## src/logic/dtc_regs.vh

```
// Purpose: register map, field layout and constants of the dual timer
// Assumes: AXI4-Lite, one aligned 32-bit word per register
// Notes: definitions only
`ifndef DTC_REGS_VH
`define DTC_REGS_VH
// =====================================================
// Offsets
`define DTC_A_CTRL_OFF 8'h00
`define DTC_B_CTRL_OFF 8'h04
`define DTC_A_PER_OFF 8'h08
`define DTC_A_PUL_OFF 8'h0C
`define DTC_B_PER_OFF 8'h10
`define DTC_B_PUL_OFF 8'h14
`define DTC_OPT_OFF 8'h18
`define DTC_STAT_OFF 8'h1C
`define DTC_IEN_OFF 8'h20
`define DTC_ICLR_OFF 8'h24
`define DTC_CNT_OFF 8'h28
// =====================================================
// Control field positions
`define DTC_FF_BIT 7
`define DTC_CK_HI 6
`define DTC_CK_LO 4
`define DTC_RUN_BIT 3
`define DTC_MODE_HI 2
`define DTC_MODE_LO 0
// =====================================================
// Reset values
`define DTC_CTRL_RST 8'h00
`define DTC_CMP_RST 8'hFF
// =====================================================
// Clock select codes
`define DTC_CK_SLOW 3'h0
`define DTC_CK_D7 3'h1
`define DTC_CK_D5 3'h2
`define DTC_CK_D3 3'h3
`define DTC_CK_FS 3'h4
`define DTC_CK_D1 3'h5
`define DTC_CK_FC 3'h6
`define DTC_CK_PIN 3'h7
// =====================================================
// Mode codes
`define DTC_M_TMR 3'h0
`define DTC_M_PDO 3'h1
`define DTC_M_PWM 3'h2
`define DTC_M_CASC 3'h3
`define DTC_M_T16 3'h4
`define DTC_M_WARM 3'h5
`define DTC_M_PWM16 3'h6
`define DTC_M_PPG 3'h7
// =====================================================
// Divider taps and widths
`define DTC_DIV_W 11
`define DTC_FS_DIV 3
`endif

```

## src/logic/dtc_top.v

```verilog
// Behaviour
// - Timer A clock field picks count source
// - Timer B same codes, 111 is pin
// - Timer A modes: divider, PWM; cascade is set by B mode 1xx
// - Timer B mode decode incl 16-bit modes
// - Run 1 counts, 0 stops and clears
// - Stop write keeps fields; start honours
// - 16-bit: A clock, B run/preset
// - B mode 1xx counts A overflow
// - Match raises interrupt, clears, continues
// Purpose: dual 8-bit timer control, cascadable to 16 bits
// Assumes: AXI4-Lite slave, one clock, synchronous low reset
// Notes: counting shown for timer, divider and PWM style outputs
//
// Design decisions made here: the register offsets and the AXI4-Lite slave port.
`timescale 1ns/1ps
`include "dtc_regs.vh"
module dtc_top #(
  parameter DIV_W = `DTC_DIV_W
) (
  // Clock and reset
  input wire aclk,
  input wire aresetn,
  // Low frequency clock enable and pin event
  input wire low_freq_tick,
  input wire timer_b_pin_event,
  // Write address
  input wire [7:0] s_axi_awaddr,
  input wire s_axi_awvalid,
  output wire s_axi_awready,
  // Write data
  input wire [31:0] s_axi_wdata,
  input wire [3:0] s_axi_wstrb,
  input wire s_axi_wvalid,
  output wire s_axi_wready,
  // Write response
  output reg [1:0] s_axi_bresp,
  output reg s_axi_bvalid,
  input wire s_axi_bready,
  // Read address
  input wire [7:0] s_axi_araddr,
  input wire s_axi_arvalid,
  output wire s_axi_arready,
  // Read data
  output reg [31:0] s_axi_rdata,
  output reg [1:0] s_axi_rresp,
  output reg s_axi_rvalid,
  input wire s_axi_rready,
  // Timer outputs
  output reg timer_a_out,
  output reg timer_b_out,
  output wire irq
);
  // =====================================================
  // Registers
  reg [7:0] timer_a_control_reg;
  reg [7:0] timer_b_control_reg;
  reg [7:0] timer_a_period_compare_reg;
  reg [7:0] timer_a_pulse_compare_reg;
  reg [7:0] timer_b_period_compare_reg;
  reg [7:0] timer_b_pulse_compare_reg;
  reg divider_tap_option_reg;
  reg [1:0] stat_reg;
  reg [1:0] ien_reg;
  reg [7:0] cnt_a_reg;
  reg [7:0] cnt_b_reg;
  reg [DIV_W-1:0] div_reg;
  reg [`DTC_FS_DIV-1:0] fs_div_reg;
  reg aw_held_reg;
  reg w_held_reg;
  reg [7:0] aw_addr_reg;
  reg [31:0] w_data_reg;
  reg [3:0] w_strb_reg;
  // =====================================================
  // Field views
  wire [2:0] a_ck = timer_a_control_reg[`DTC_CK_HI:`DTC_CK_LO];
  wire [2:0] b_ck = timer_b_control_reg[`DTC_CK_HI:`DTC_CK_LO];
  wire [2:0] a_mode = timer_a_control_reg[`DTC_MODE_HI:`DTC_MODE_LO];
  wire [2:0] b_mode = timer_b_control_reg[`DTC_MODE_HI:`DTC_MODE_LO];
  wire a_run_bit = timer_a_control_reg[`DTC_RUN_BIT];
  wire b_run_bit = timer_b_control_reg[`DTC_RUN_BIT];
  wire b_ff = timer_b_control_reg[`DTC_FF_BIT];
  wire a_ff = timer_a_control_reg[`DTC_FF_BIT];
  // B upper byte in 16-bit modes
  wire wide = b_mode[2];
  // Cascade run and preset from B
  wire a_run = wide ? b_run_bit : a_run_bit;
  wire a_ff_eff = wide ? b_ff : a_ff;
  // =====================================================
  // Divider taps as one-cycle enables
  wire [DIV_W-1:0] div_inc = div_reg + {{(DIV_W-1){1'b0}}, 1'b1};
  wire t_d1 = div_reg[0];
  wire t_d3 = (div_reg[2:0] == 3'h7);
  wire t_d5 = (div_reg[4:0] == 5'h1F);
  wire t_d7 = (div_reg[6:0] == 7'h7F);
  wire t_d11 = &div_reg;
  wire t_fs3 = low_freq_tick & (&fs_div_reg);
  // Free-running prescalers
  always @(posedge aclk) begin
    if (!aresetn) begin
      div_reg <= {DIV_W{1'b0}};
      fs_div_reg <= {`DTC_FS_DIV{1'b0}};
    end else begin
      div_reg <= div_inc;
      if (low_freq_tick)
        fs_div_reg <= fs_div_reg + {{(`DTC_FS_DIV-1){1'b0}}, 1'b1};
    end
  end
  // =====================================================
  // Source selection
  wire a_tick;
  wire b_src;
  dtc_tick_sel u_sel_a (
    .sel(a_ck),
    .tap_option(divider_tap_option_reg),
    .pin_ok(1'b0),
    .t_d11(t_d11),
    .t_fs3(t_fs3),
    .t_d7(t_d7),
    .t_d5(t_d5),
    .t_d3(t_d3),
    .t_fs(low_freq_tick),
    .t_d1(t_d1),
    .t_fc(1'b1),
    .t_pin(1'b0),
    .tick(a_tick)
  );
  // Timer B clock decode with pin
  dtc_tick_sel u_sel_b (
    .sel(b_ck),
    .tap_option(divider_tap_option_reg),
    .pin_ok(1'b1),
    .t_d11(t_d11),
    .t_fs3(t_fs3),
    .t_d7(t_d7),
    .t_d5(t_d5),
    .t_d3(t_d3),
    .t_fs(low_freq_tick),
    .t_d1(t_d1),
    .t_fc(1'b1),
    .t_pin(timer_b_pin_event),
    .tick(b_src)
  );
  // =====================================================
  // Counters
  wire a_match = (cnt_a_reg == (wide ? 8'hFF : timer_a_period_compare_reg));
  wire a_step = a_run & a_tick;
  wire a_ovf = a_step & a_match;
  wire b_tick = wide ? a_ovf : b_src;
  wire b_step = b_run_bit & b_tick;
  wire b_match = (cnt_b_reg == timer_b_period_compare_reg);
  // 16-bit match on both bytes, checked on every low-byte step
  wire a_hit = (cnt_a_reg == timer_a_period_compare_reg);
  wire ev16 = wide & a_step & a_hit & b_match;
  wire b_ev = wide ? ev16 : (b_step & b_match);
  wire a_ev = wide ? 1'b0 : a_ovf;
  always @(posedge aclk) begin
    if (!aresetn) begin
      cnt_a_reg <= 8'h00;
      timer_a_out <= 1'b0;
    end else if (!a_run) begin
      cnt_a_reg <= 8'h00;
      timer_a_out <= a_ff_eff;
    end else if (a_step) begin
      if (a_match || ev16)
        cnt_a_reg <= 8'h00;
      else
        cnt_a_reg <= cnt_a_reg + 8'h01;
      case (a_mode)
        `DTC_M_PDO: if (a_match) timer_a_out <= ~timer_a_out;
        `DTC_M_PWM: begin
          if (cnt_a_reg == timer_a_pulse_compare_reg)
            timer_a_out <= ~a_ff_eff;
          else if (a_match)
            timer_a_out <= a_ff_eff;
        end
        default: timer_a_out <= timer_a_out;
      endcase
    end
  end
  always @(posedge aclk) begin
    if (!aresetn) begin
      cnt_b_reg <= 8'h00;
      timer_b_out <= 1'b0;
    end else if (!b_run_bit) begin
      cnt_b_reg <= 8'h00;
      timer_b_out <= b_ff;
    end else if (b_step || b_ev) begin
      // 8-bit or 16-bit match clears the byte
      if (b_ev)
        cnt_b_reg <= 8'h00;
      else
        cnt_b_reg <= cnt_b_reg + 8'h01;
      case (b_mode)
        `DTC_M_PDO: if (b_match) timer_b_out <= ~timer_b_out;
        `DTC_M_PWM: begin
          if (cnt_b_reg == timer_b_pulse_compare_reg)
            timer_b_out <= ~b_ff;
          else if (b_match)
            timer_b_out <= b_ff;
        end
        `DTC_M_PWM16, `DTC_M_PPG: begin
          if (cnt_b_reg == timer_b_pulse_compare_reg)
            timer_b_out <= ~b_ff;
          else if (b_ev)
            timer_b_out <= b_ff;
        end
        `DTC_M_WARM, `DTC_M_T16: if (b_ev) timer_b_out <= ~timer_b_out;
        default: timer_b_out <= timer_b_out;
      endcase
    end
  end
  // =====================================================
  // AXI write channel
  assign s_axi_awready = !aw_held_reg && !s_axi_bvalid;
  assign s_axi_wready = !w_held_reg && !s_axi_bvalid;
  wire wr_go = aw_held_reg && w_held_reg;
  wire [31:0] wd = w_data_reg;
  wire wlane = w_strb_reg[0];
  wire [7:0] new_ctl = wd[7:0];
  always @(posedge aclk) begin
    if (!aresetn) begin
      aw_held_reg <= 1'b0;
      w_held_reg <= 1'b0;
      aw_addr_reg <= 8'h00;
      w_data_reg <= 32'h0000_0000;
      w_strb_reg <= 4'h0;
      s_axi_bvalid <= 1'b0;
      s_axi_bresp <= 2'b00;
    end else begin
      if (s_axi_awvalid && s_axi_awready) begin
        aw_held_reg <= 1'b1;
        aw_addr_reg <= s_axi_awaddr;
      end
      if (s_axi_wvalid && s_axi_wready) begin
        w_held_reg <= 1'b1;
        w_data_reg <= s_axi_wdata;
        w_strb_reg <= s_axi_wstrb;
      end
      if (wr_go) begin
        aw_held_reg <= 1'b0;
        w_held_reg <= 1'b0;
        s_axi_bvalid <= 1'b1;
        s_axi_bresp <= (aw_addr_reg > `DTC_CNT_OFF) ? 2'b10 : 2'b00;
      end else if (s_axi_bvalid && s_axi_bready) begin
        s_axi_bvalid <= 1'b0;
      end
    end
  end
  // Register writes
  always @(posedge aclk) begin
    if (!aresetn) begin
      timer_a_control_reg <= `DTC_CTRL_RST;
      timer_b_control_reg <= `DTC_CTRL_RST;
      timer_a_period_compare_reg <= `DTC_CMP_RST;
      timer_a_pulse_compare_reg <= `DTC_CMP_RST;
      timer_b_period_compare_reg <= `DTC_CMP_RST;
      timer_b_pulse_compare_reg <= `DTC_CMP_RST;
      divider_tap_option_reg <= 1'b0;
      ien_reg <= 2'b00;
    end else if (wr_go && wlane) begin
      case (aw_addr_reg)
        `DTC_A_CTRL_OFF: begin
          if (new_ctl[`DTC_RUN_BIT])
            timer_a_control_reg <= new_ctl;
          else
            timer_a_control_reg[`DTC_RUN_BIT] <= 1'b0;
        end
        `DTC_B_CTRL_OFF: begin
          if (new_ctl[`DTC_RUN_BIT])
            timer_b_control_reg <= new_ctl;
          else
            timer_b_control_reg[`DTC_RUN_BIT] <= 1'b0;
        end
        `DTC_A_PER_OFF: timer_a_period_compare_reg <= wd[7:0];
        `DTC_A_PUL_OFF: timer_a_pulse_compare_reg <= wd[7:0];
        `DTC_B_PER_OFF: timer_b_period_compare_reg <= wd[7:0];
        `DTC_B_PUL_OFF: timer_b_pulse_compare_reg <= wd[7:0];
        `DTC_OPT_OFF: divider_tap_option_reg <= wd[0];
        `DTC_IEN_OFF: ien_reg <= wd[1:0];
        default: ien_reg <= ien_reg;
      endcase
    end
  end
  // =====================================================
  // Interrupt status, set wins over clear
  wire clr_hit = wr_go && wlane && (aw_addr_reg == `DTC_ICLR_OFF);
  wire [1:0] clr_mask = clr_hit ? wd[1:0] : 2'b00;
  always @(posedge aclk) begin
    if (!aresetn)
      stat_reg <= 2'b00;
    else
      stat_reg <= (stat_reg & ~clr_mask) | {b_ev, a_ev};
  end
  assign irq = |(stat_reg & ien_reg);
  // =====================================================
  // AXI read channel
  assign s_axi_arready = !s_axi_rvalid;
  always @(posedge aclk) begin
    if (!aresetn) begin
      s_axi_rvalid <= 1'b0;
      s_axi_rdata <= 32'h0000_0000;
      s_axi_rresp <= 2'b00;
    end else if (s_axi_arvalid && s_axi_arready) begin
      s_axi_rvalid <= 1'b1;
      s_axi_rresp <= 2'b00;
      case (s_axi_araddr)
        `DTC_A_CTRL_OFF: s_axi_rdata <= {24'h00_0000, timer_a_control_reg};
        `DTC_B_CTRL_OFF: s_axi_rdata <= {24'h00_0000, timer_b_control_reg};
        `DTC_A_PER_OFF:
          s_axi_rdata <= {24'h00_0000, timer_a_period_compare_reg};
        `DTC_A_PUL_OFF:
          s_axi_rdata <= {24'h00_0000, timer_a_pulse_compare_reg};
        `DTC_B_PER_OFF:
          s_axi_rdata <= {24'h00_0000, timer_b_period_compare_reg};
        `DTC_B_PUL_OFF:
          s_axi_rdata <= {24'h00_0000, timer_b_pulse_compare_reg};
        `DTC_OPT_OFF: s_axi_rdata <= {31'h0, divider_tap_option_reg};
        `DTC_STAT_OFF: s_axi_rdata <= {30'h0, stat_reg};
        `DTC_IEN_OFF: s_axi_rdata <= {30'h0, ien_reg};
        `DTC_ICLR_OFF: s_axi_rdata <= 32'h0000_0000;
        `DTC_CNT_OFF: s_axi_rdata <= {16'h0000, cnt_b_reg, cnt_a_reg};
        default: begin
          s_axi_rdata <= 32'h0000_0000;
          s_axi_rresp <= 2'b10;
        end
      endcase
    end else if (s_axi_rvalid && s_axi_rready) begin
      s_axi_rvalid <= 1'b0;
    end
  end
endmodule // dtc_top

```

## src/logic/dtc_tick_sel.v

```verilog
// Purpose: picks one count-enable pulse from the divider taps
// Assumes: taps are one-cycle enables on aclk
// Notes: pin events arrive already as one-cycle pulses
`timescale 1ns/1ps
module dtc_tick_sel (
  // Selection
  input wire [2:0] sel,
  input wire tap_option,
  input wire pin_ok,
  // Taps
  input wire t_d11,
  input wire t_fs3,
  input wire t_d7,
  input wire t_d5,
  input wire t_d3,
  input wire t_fs,
  input wire t_d1,
  input wire t_fc,
  input wire t_pin,
  // Result
  output reg tick
);
`include "dtc_regs.vh"
  // Clock source decode
  always @* begin
    case (sel)
      `DTC_CK_SLOW: tick = tap_option ? t_fs3 : t_d11;
      `DTC_CK_D7: tick = t_d7;
      `DTC_CK_D5: tick = t_d5;
      `DTC_CK_D3: tick = t_d3;
      `DTC_CK_FS: tick = t_fs;
      `DTC_CK_D1: tick = t_d1;
      `DTC_CK_FC: tick = t_fc;
      `DTC_CK_PIN: tick = pin_ok & t_pin;
      default: tick = 1'b0;
    endcase
  end
endmodule // dtc_tick_sel

```

## config.mk

```make
export PLATFORM = sky130hd
export DESIGN_NAME = dtc_top
export DESIGN_NICKNAME = d
export VERILOG_FILES = /design/src/logic/dtc_top.v /design/src/logic/dtc_tick_sel.v
export VERILOG_INCLUDE_DIRS = /design/src /design/src/logic
export SDC_FILE = /design/constraint.sdc
export NUM_CORES = 1
export LEC_CHECK = 0
export BUFFER_PORTS_ARGS = -buffer_cell sky130_fd_sc_hd__buf_2
export CORE_UTILIZATION = 60
export DETAILED_ROUTE_END_ITERATION = 10
export GPL_ROUTABILITY_DRIVEN = 0
export PLACE_DENSITY = 0.83
export SLEW_MARGIN = 20
export SYNTH_ARGS = -nofsm -noshare
export SYNTH_HDL_FRONTEND = slang
export SYNTH_SLANG_ARGS = --single-unit
export TNS_END_PERCENT = 20
```

## constraint.sdc

```tcl
create_clock -name aclk -period 6.7 [get_ports aclk]
set_input_delay 0.67 -clock aclk [delete_from_list [all_inputs] [get_ports aclk]]
set_output_delay 0.67 -clock aclk [all_outputs]
set_load 0.005 [all_outputs]
```

# Yosys cells after proc, flatten, opt, wreduce, memory -nomap -nowiden
# Cells that the tools add are included.
# Widths: inputs -> output; s select.
# classes
n_eq_ne,58
n_addsub,4
n_reduce_logical,43
n_bitwise,17
muxes,35
magnitude_cmp,1
# ops
operator,n
$pmux 16 s10,1
$eq 8x5->1 const B,7
$eq 8x6->1 const B,5
$eq 8x8->1,5
$eq 3x3->1 const B,13
$eq 8x4->1 const B,4
$mux 1,24
$mux 8,3
$reduce_and 2->1,10
$eq 3x2->1 const B,6
$add 8x1->8 const B,2
$eq 8x3->1 const B,2
$logic_not 8->1,2
$pmux 1 s8,2
$eq 3x1->1 const B,4
$ne 4x4->1 const B,3
$add 11x1->11 const B,1
$reduce_and 11->1,1
$reduce_or 11->1,1
$logic_and 1x1->1,10
$ne 3x3->1 const B,3
$reduce_and 3->1,3
$and 1x1->1,8
$gt 8x6->1 const B,1
20 further kinds,37
# totals
inputBits,61
output_inout_bits,44
register_bits,142
wordCells,185

# Longest topological paths before layout
# Gate-level depths: netlist (run 1).
# depth
depth_word,15
mapped_depth,12
mapped_depth_nobuf,11

# By module
# From an unflattened synthesis (run 1), not the netlist that was laid out.
# hier_totals
hier_cells,747
hier_area_um2,6480.0
# by_module_without_submodules
mod,cells_per_inst,n_inst,seq_area_each_um2,area_each_um2
dtc_top,737,1,2482.4,6332.3
dtc_tick_sel,5,2,0.0,73.8

# Worst setup path after synthesis (run 1)
# OpenSTA, ideal clock, no wires.
# synth_timing
path_type,input-to-reg
from,input port low_freq_tick
to,register cnt_b_reg[4]
path_slack_ps,4143
t_required_ps,6629
arrival_time_ps,2486
n_path_buf,2
path_stages,9
setup_ps,71
cell_sequence,clkbuf_1 nor3_1 a21oi_1 a22oi_1 a21oi_1 a32oi_1 buf_2 or3_1 a21oi_1
# synth_via
elab_chain_len,10
elab_cells_between_ends,15
classes_between,mux (6); bitwise (8); reduce/logical (1)
# synth_lines
element,line_no,source
"start, declared",dtc_top.v:25,"input wire low_freq_tick,"
$and 1x1->1,dtc_top.v:97,wire t_fs3 = low_freq_tick & (&fs_div_reg);
$mux 1,dtc_tick_sel.v:27,`DTC_CK_SLOW: tick = tap_option ? t_fs3 : t_d11;
$pmux 1 s8,dtc_tick_sel.v:26,case (sel)
$and 1x1->1,dtc_top.v:147,wire a_step = a_run & a_tick;
$and 1x1->1,dtc_top.v:148,wire a_ovf = a_step & a_match;
$mux 1,dtc_top.v:149,wire b_tick = wide ? a_ovf : b_src;
$and 1x1->1,dtc_top.v:150,wire b_step = b_run_bit & b_tick;
$and 1x1->1,dtc_top.v:155,wire b_ev = wide ? ev16 : (b_step & b_match);
$mux 1,dtc_top.v:155,
$mux 8 / $logic_or 1x1->1 (equally long branches),"dtc_top.v:190, dtc_top.v:188",
"end signal, assigned",dtc_top.v:193,cnt_b_reg <= cnt_b_reg + 8'h01;
"end, declared",dtc_top.v:66,reg [7:0] cnt_b_reg;
# Several ways; a longest one is shown, not always the timed one.
# A chain may end at the register's enable or synchronous reset.

# Final worst setup path (run 1)
# layout_timing
from,register div_reg[0]
to,register cnt_b_reg[3]
# layout_via
elab_chain_len,10
elab_cells_between_ends,18
classes_between,eq/ne (3); mux (6); bitwise (7); reduce/logical (2)
# layout_lines
element,line_no,source
"start, declared",dtc_top.v:67,reg [DIV_W-1:0] div_reg;
"start signal, assigned",dtc_top.v:101,div_reg <= {DIV_W{1'b0}};
"start signal, assigned",dtc_top.v:104,div_reg <= div_inc;
$reduce_and 11->1,dtc_top.v:96,wire t_d11 = &div_reg;
$mux 1,dtc_tick_sel.v:27,
$pmux 1 s8,dtc_tick_sel.v:26,
$and 1x1->1,dtc_top.v:147,
$and 1x1->1,dtc_top.v:148,
$mux 1,dtc_top.v:149,
$and 1x1->1,dtc_top.v:150,
$and 1x1->1,dtc_top.v:155,
$mux 1,dtc_top.v:155,
$mux 8 / $logic_or 1x1->1 (equally long branches),"dtc_top.v:190, dtc_top.v:188",
# Several ways; a longest one is shown, not always the timed one.

==> flow_metrics.env, run 1 <==
export IMPL_max_clock_freq_mhz=281
export IMPL_cts_tree="yes"
export IMPL_grt_pass1_wl_um=27500
export IMPL_synthDistinctLibCells=61
export IMPL_avgSynthCellArea_um2=8.51
export IMPL_criticalPathCategory="reg -> reg"
export IMPL_maxCapViolations=0
export IMPL_crit_arrival_ps=4020
export IMPL_min_to="aw_addr_reg[7]"
export IMPL_startpoint_type="flip-flop"
export IMPL_cts_sink_count=124
export IMPL_syn_inst=756
export IMPL_rows=37
export IMPL_min_path_cells=3
export IMPL_numCtsBuffers=17
export IMPL_core_area_um2=10400
export IMPL_finalNonFillerCells=945
export IMPL_io_pins=105
export IMPL_ys_ff_latch=124
export IMPL_ant_nets=0
export IMPL_r2r_setup_slack_ps=3140
export IMPL_cellLeakagePower_nw=2.66
export IMPL_tightest_slew_ps=1070
export IMPL_peakVddDrop_mv=0.183
export IMPL_fillCellCount=768
export IMPL_fin_util_pct=70.4
export IMPL_cp_end_kind="flip-flop"
export IMPL_dpl_cell_count=913
export IMPL_via_per_inst=6.20
export IMPL_fin_crit_ps=3560
export IMPL_slew_headroom_pct=28.5
export IMPL_die_area_um2=11100
export IMPL_antenna_found_initial=0
export IMPL_synth_most_common_cell="dfxtp_1"
export IMPL_ff2ff_path_depth=11
export IMPL_drcViolationCount=0
export IMPL_grt_total_usage_pct=31.5
export IMPL_layout_drive_gt1_share_pct=13.3
export IMPL_largest_reg_flops=16
export IMPL_hpwlAfterDp_um=11500
export IMPL_ys_top_cells_by_count="dfxtp_1, nand2_1, mux2i_1"
export IMPL_whs_ps=389
export IMPL_crit_family="compound AO/OA/AOI/OAI gates"
export IMPL_status="finished, final reports clean"
export IMPL_clockBufferDepth=2
export IMPL_finClkSkew_ps=7.08
export IMPL_cts_root_buf="clkbuf_8"
export IMPL_nNetsFinal=864
export IMPL_critical_path_required_ps=7160
export IMPL_syn_area_um2=6430
export IMPL_worstHoldStart="s_axi_awaddr[7]"
export IMPL_setup_tns_ps=0
export IMPL_cts_setup_buffers=0
export IMPL_first_global_vias=5630
export IMPL_synth_top_flop_cell="dfxtp_1"
export IMPL_hold_viol_final=0
export IMPL_cts_clk_slew_worst_paths_ps=60
export IMPL_die_w_um=106
export IMPL_first_pass_iters=6
export IMPL_reg2reg_from="div_reg[0]"
export IMPL_synth_top_cell_area_share_pct=38.6
export IMPL_hold_buffers=0
export IMPL_overflow=0
export IMPL_io_buffers=59
export IMPL_critPathBufInv=1
export IMPL_wl_per_cell_um=17.8
export IMPL_area_growth_pct=13.5
export IMPL_yosys_warnings=0
export IMPL_ys_async_sr_fraction_pct=0
export IMPL_vias=5859
export IMPL_antenna_cells=0
export IMPL_initial_core_util_pct=62.1
export IMPL_die_y_um=106
export IMPL_drt_wl_total_um=16800
export IMPL_path_cells="ha_1, nand3_1, inv_1, ha_1, nor3b_1, nor2_1, a22oi_1, a21oi_1, a32oi_1, or3_1, a21oi_1"
export IMPL_synth_edf_count=0
export IMPL_drt_initial_drc_count=576
export IMPL_critPathMaxStageDelay_ps=810
export IMPL_ys_seq_area_share_pct=38.6
export IMPL_maxSlewViolCount=0
export IMPL_min_delay_path_class="in -> reg"
export IMPL_fin_crit_sh_pct=53.2
export IMPL_htree_levels=4
export IMPL_cts_resized_gates=0
export IMPL_total_power_mw=1.81
export IMPL_rsz0062_at_grt="false"
export IMPL_synth_top_cell_by_area="dfxtp_1"
export IMPL_setup_viol=0
export IMPL_synth_area_leaders="dfxtp_1, mux2i_1, nand2_1, a21boi_0, xnor2_1"
export IMPL_r2r_end="cnt_b_reg[3]"
export IMPL_worst_path_max_fanout=11
export IMPL_clk_latency_ps=530
export IMPL_critical_path_slowest_cell="a21oi_1"
export IMPL_power_per_cell_area_nw_per_um2=248
export IMPL_grt_max_degree=113
-- how the worst max path moves through the flow --
stage	from	end	slack, ps	depth (start not counted)
after floorplan	low_freq_tick	cnt_b_reg[4]	4140	9
after global placement	div_reg[0]	cnt_b_reg[6]	3440	8
after detailed placement	div_reg[0]	cnt_b_reg[3]	3280	11
after CTS	div_reg[0]	cnt_b_reg[6]	3240	11
after global routing	div_reg[0]	cnt_b_reg[3]	2860	8
final	div_reg[0]	cnt_b_reg[3]	3140	11
-- stage by stage --
stage | setup WS, ps | area, µm²
6_report | 3140 | 7300
5_1_grt | 2860 | 7300
4_1_cts | 3240 | 7300
3_5_place_dp | 3280 | 6680
3_3_place_gp | 3440 | 6680
2_1_floorplan | 4140 | 6500
-- where the power goes --
part,internal [mW],leakage [nW],switching [mW],total (mW)
registers,0.750,1.00,0.0197,0.770
clock network,0.616,0.299,0.347,0.963
logic,0.0314,1.35,0.0457,0.0771
-- placed cells by master, fill, tap and decap left out, types with 7 or more instances in the layout --
master / Yosys / final
mux2i_1: 57 / 57
nor3_1: 16 / 16
nand3_1: 29 / 29
nand2_1: 115 / 115
xnor2_1: 27 / 27
nor2_1: 36 / 36
conb_1: 1 / 18
o21ai_0: 32 / 32
a22oi_1: 15 / 15
nor4_1: 8 / 8
inv_1: 17 / 17
o22ai_1: 7 / 7
xor2_1: 12 / 12
buf_2: 6 / 59
nand2b_1: 7 / 7
or3_1: 7 / 7
a32oi_1: 7 / 7
nand4_1: 14 / 14
clkbuf_16: 0 / 16
a21boi_0: 40 / 40
ha_1: 7 / 7
a21oi_1: 13 / 13
nor2b_1: 28 / 28
dfxtp_1: 124 / 124
and2_1: 13 / 13
-- layer usage --
layer  up-vias  routed length (µm)  GRT usage [%]
met4         0                 820           17.4
li1       2711                   -              -
met1      2697                6790           39.8
met2       378                7530           49.2
met5         -                   0              0
met3        73                1670           8.10
-- worst reg2reg max path: cells and delay by family (launching register included) --
| family | cells | cell delay (ps) |
|---|---|---|
| AND/OR/NAND/NOR | 4 | 880 |
| buffers and inverters | 1 | 120 |
| flip-flops | 1 | 430 |
| adder cells (fa/ha/maj) | 2 | 410 |
| AO/OA/AOI/OAI | 4 | 1660 |
-- cell type report --
| cell class | count | area (µm²) | share of cell area (%) |
|---|---|---|---|
| clock inverter | 13 | 189 | 2.59 |
| sequential | 124 | 2480 | 34.0 |
| timing repair buffer | 64 | 333 | 4.56 |
| inverter | 21 | 78.8 | 1.08 |
| clock buffer | 19 | 432 | 5.91 |
| tap | 136 | 170 | 2.33 |
| multi-input combinational | 568 | 3620 | 49.5 |
-- cell families after synthesis --
family	after synthesis	share of synthesized area, %
and+or+nand+nor	293	22.5
AOI/OAI and AO/OA	152	16.8
DFF	124	38.6
buffers and inverters	81	6.18
muxes	59	9.22
xor gates and xnor gates	39	5.31
adders and majority gates	7	1.36
other	1	0.0583
Power figures use the tool's default switching activity.
==> inputs of run 2 (changes only) <==
- ABC_AREA: not set -> 1
- CORE_UTILIZATION: 60 -> 51
- PLACE_DENSITY: 0.83 -> 0.75
- clock period: 6.7 -> 2.9 ns (I/O delays scaled with it)
==> run 2 against run 1 <==
  * Die area increased by 17%
  * Combinational power increased to 2.9 times the previous value
  * Worst setup slack worse by 2800 ps
  * Critical endpoint is now cnt_b_reg[6]
  * Largest cell class unchanged
  * Largest power group unchanged
==> flow_metrics.env, run 2 <==
export IMPL_worst_path_max_fanout=13
export IMPL_critical_path_required_ps=3240
export IMPL_drt_wl_total_um=17300
export IMPL_combPwrFrac_pct=5.2
export IMPL_avgSynthCellArea_um2=6.93
export IMPL_cts_root_buf="clkbuf_16"
export IMPL_cts_sink_count=124
export IMPL_largest_reg_flops=16
export IMPL_switching_power_mw=0.933
export IMPL_grt_pass1_wl_um=28400
export IMPL_critical_path_slowest_cell="dfxtp_1"
export IMPL_synth_top_flop_cell="dfxtp_1"
export IMPL_cts_setup_buffers=0
export IMPL_setup_tns_ps=0
export IMPL_switching_share_pct=22.0
export IMPL_hold_buffers=0
export IMPL_antenna_cells=0
export IMPL_finClkSkew_ps=11.4
export IMPL_clockBufferDepth=2
export IMPL_min_delay_path_class="in -> reg"
export IMPL_rows=40
export IMPL_yosys_area_share_simple_pct=27.0
export IMPL_vias=6282
export IMPL_die_y_um=114
export IMPL_tightest_slew_ps=685
export IMPL_fillCellCount=1177
export IMPL_synth_top_cell_area_share_pct=38.5
export IMPL_criticalPathCategory="reg -> reg"
export IMPL_fin_crit_ps=2530
export IMPL_synth_xor_area_share_pct=2.18
export IMPL_synth_top_cell_by_area="dfxtp_1"
export IMPL_fin_crit_sh_pct=87.1
export IMPL_layout_common_cells="nand2_1, dfxtp_1, inv_1, nor2_1, a21oi_1"
export IMPL_multi_input_comb_area_um2=3270
export IMPL_slew_headroom_pct=54.2
export IMPL_die_area_um2=13100
export IMPL_crit_arrival_ps=2870
export IMPL_ys_top_cells_by_count="nand2_1, dfxtp_1, inv_1"
export IMPL_finalNonFillerCells=1163
export IMPL_crit_family="simple AND/OR/NAND/NOR gates"
export IMPL_grt_max_degree=48
export IMPL_synthDistinctLibCells=48
export IMPL_drcViolationCount=0
export IMPL_dpl_cell_count=1131
export IMPL_cellLeakagePower_nw=3.42
export IMPL_seqPwrFrac_pct=41.8
export IMPL_cts_resized_gates=0
export IMPL_max_clock_freq_mhz=396
export IMPL_yosys_warnings=0
export IMPL_final_common_cell="nand2_1"
export IMPL_io_buffers=59
export IMPL_cp_end_kind="flip-flop"
export IMPL_rsz0062_at_grt="false"
export IMPL_synth_most_common_cell="nand2_1"
export IMPL_ys_seq_area_share_pct=38.5
export IMPL_internal_power_mw=3.32
export IMPL_path_cells="ha_1, nand3_1, inv_1, ha_1, inv_1, nand2_1, nand3_1, nand2_1, inv_1, nand3_1, nand3_4, inv_4, nand2_2, nand3_4, nand2_1, nand2_2, nor3_1"
export IMPL_power_share_clock_pct=53.0
export IMPL_antenna_found_initial=0
export IMPL_die_w_um=114
export IMPL_synth_area_leaders="dfxtp_1, nand2_1, a21oi_1, inv_1, o21ai_0"
export IMPL_setup_viol=0
export IMPL_cts_clk_slew_worst_paths_ps=50
export IMPL_maxCapViolations=0
export IMPL_cts_tree="yes"
export IMPL_ys_async_sr_fraction_pct=0
export IMPL_initial_core_util_pct=53.0
export IMPL_hpwlAfterDp_um=12700
export IMPL_critPathBufInv=4
export IMPL_first_pass_iters=5
export IMPL_status="finished, final reports clean"
export IMPL_numCtsBuffers=17
export IMPL_regArea_um2=2480
export IMPL_hold_viol_final=0
export IMPL_critPathMaxStageDelay_ps=360
export IMPL_startpoint_type="flip-flop"
export IMPL_area_growth_pct=14.6
export IMPL_syn_inst=930
export IMPL_clk_latency_ps=430
export IMPL_overflow=0
export IMPL_nNetsFinal=1050
export IMPL_synth_edf_count=0
export IMPL_syn_area_um2=6440
export IMPL_synth_compound_area_share_pct=19.2
export IMPL_peakVddDrop_mv=0.492
export IMPL_synth_top_family_by_area="simple AND/OR/NAND/NOR gates"
export IMPL_via_per_inst=5.40
export IMPL_synthMuxAreaShare_pct=0
export IMPL_core_area_um2=12200
export IMPL_synth_fa_ha_area_share_pct=1.36
export IMPL_grt_total_usage_pct=28.3
export IMPL_ys_ff_latch=124
export IMPL_first_global_vias=5684
export IMPL_power_per_cell_area_nw_per_um2=575
export IMPL_io_pins=105
export IMPL_maxSlewViolCount=0
export IMPL_htree_levels=4
export IMPL_ant_nets=0
export IMPL_layout_drive_gt1_share_pct=12.6
export IMPL_drt_initial_drc_count=488
export IMPL_wl_per_cell_um=14.8
run 2: cell types whose count changed in the layout (fill, tap and decap cells not counted), moves of 15 or more:
cell / before / now
nand3_1: 29 / 44
nor2b_1: 28 / 0
o211ai_1: 1 / 29
inv_1: 17 / 108
a21oi_1: 13 / 81
xnor2_1: 27 / 8
a21boi_0: 40 / 1
o21ai_0: 32 / 65
mux2i_1: 57 / 0
nor2_1: 36 / 85
nand2_1: 115 / 197
run 2: kinds of logic (layout without fill, tap and decap cells):
logic type	after synthesis	in the layout
DFF	124	124
adders and majority gates	7	7
other	1	18
AOI/OAI and AO/OA	216	216
and+or+nand+nor	396	396
xor gates and xnor gates	16	16
buffers and inverters	170	218
run 2: worst min-delay path: cells and delay by family:
kind	cells	cell delay (ps)
AOI/OAI and AO/OA	1	50
and+or+nand+nor	1	40
buffers and inverters	2	100
run 2: through the flow:
step | hold WS [ps] | area (µm²) | setup slack, ps | utilization, % | power [mW]
2_1_floorplan | 437 | 6510 | 835 | - | 1.96
3_3_place_gp | 451 | 6760 | 351 | 55.6 | 2.02
3_5_place_dp | 454 | 6760 | 299 | 55.6 | 2.03
4_1_cts | 104 | 7380 | 288 | 60.7 | 4.26
5_1_grt | 131 | 7380 | 83.3 | 60.7 | 4.38
6_report | 111 | 7380 | 375 | 60.7 | 4.25
run 2: final cells by class:
type	count	share of cell area, %
multi-input cells	653	44.3
clock inverters	6	1.80
repair buffers	64	4.51
inverters	122	6.27
clock buffers	26	6.62
flip-flops and latches	124	33.6
well taps	168	2.85
run 2: path summary, 6_finish.rpt:
kind                        from        endpoint  slack (ps)  cells after the start
hold / removal      s_axi_bready    s_axi_bvalid         110                      4
hold reg to reg   s_axi_rdata[3]  s_axi_rdata[3]         460                      2
setup / recovery      div_reg[0]    cnt_b_reg[6]         370                     17
setup reg to reg      div_reg[0]    cnt_b_reg[6]         370                     17
run 2: layer usage:
layer | global-route usage [%] | up-vias | part of all wire, %
met5 | 0 | - | 0
met4 | 12.3 | 0 | 2.5
met3 | 6.14 | 39 | 8.3
met2 | 44.0 | 281 | 44
met1 | 38.0 | 2790 | 45
li1 | - | 3172 | -
run 2: power by group through the flow:
stage	Sequential (mW)	Clock, mW	Combinational (mW)
5_1_grt	1.78	2.35	0.250
3_3_place_gp	1.81	0	0.213
4_1_cts	1.77	2.27	0.218
3_5_place_dp	1.81	0	0.216
2_1_floorplan	1.80	0	0.160
6_report	1.78	2.25	0.221
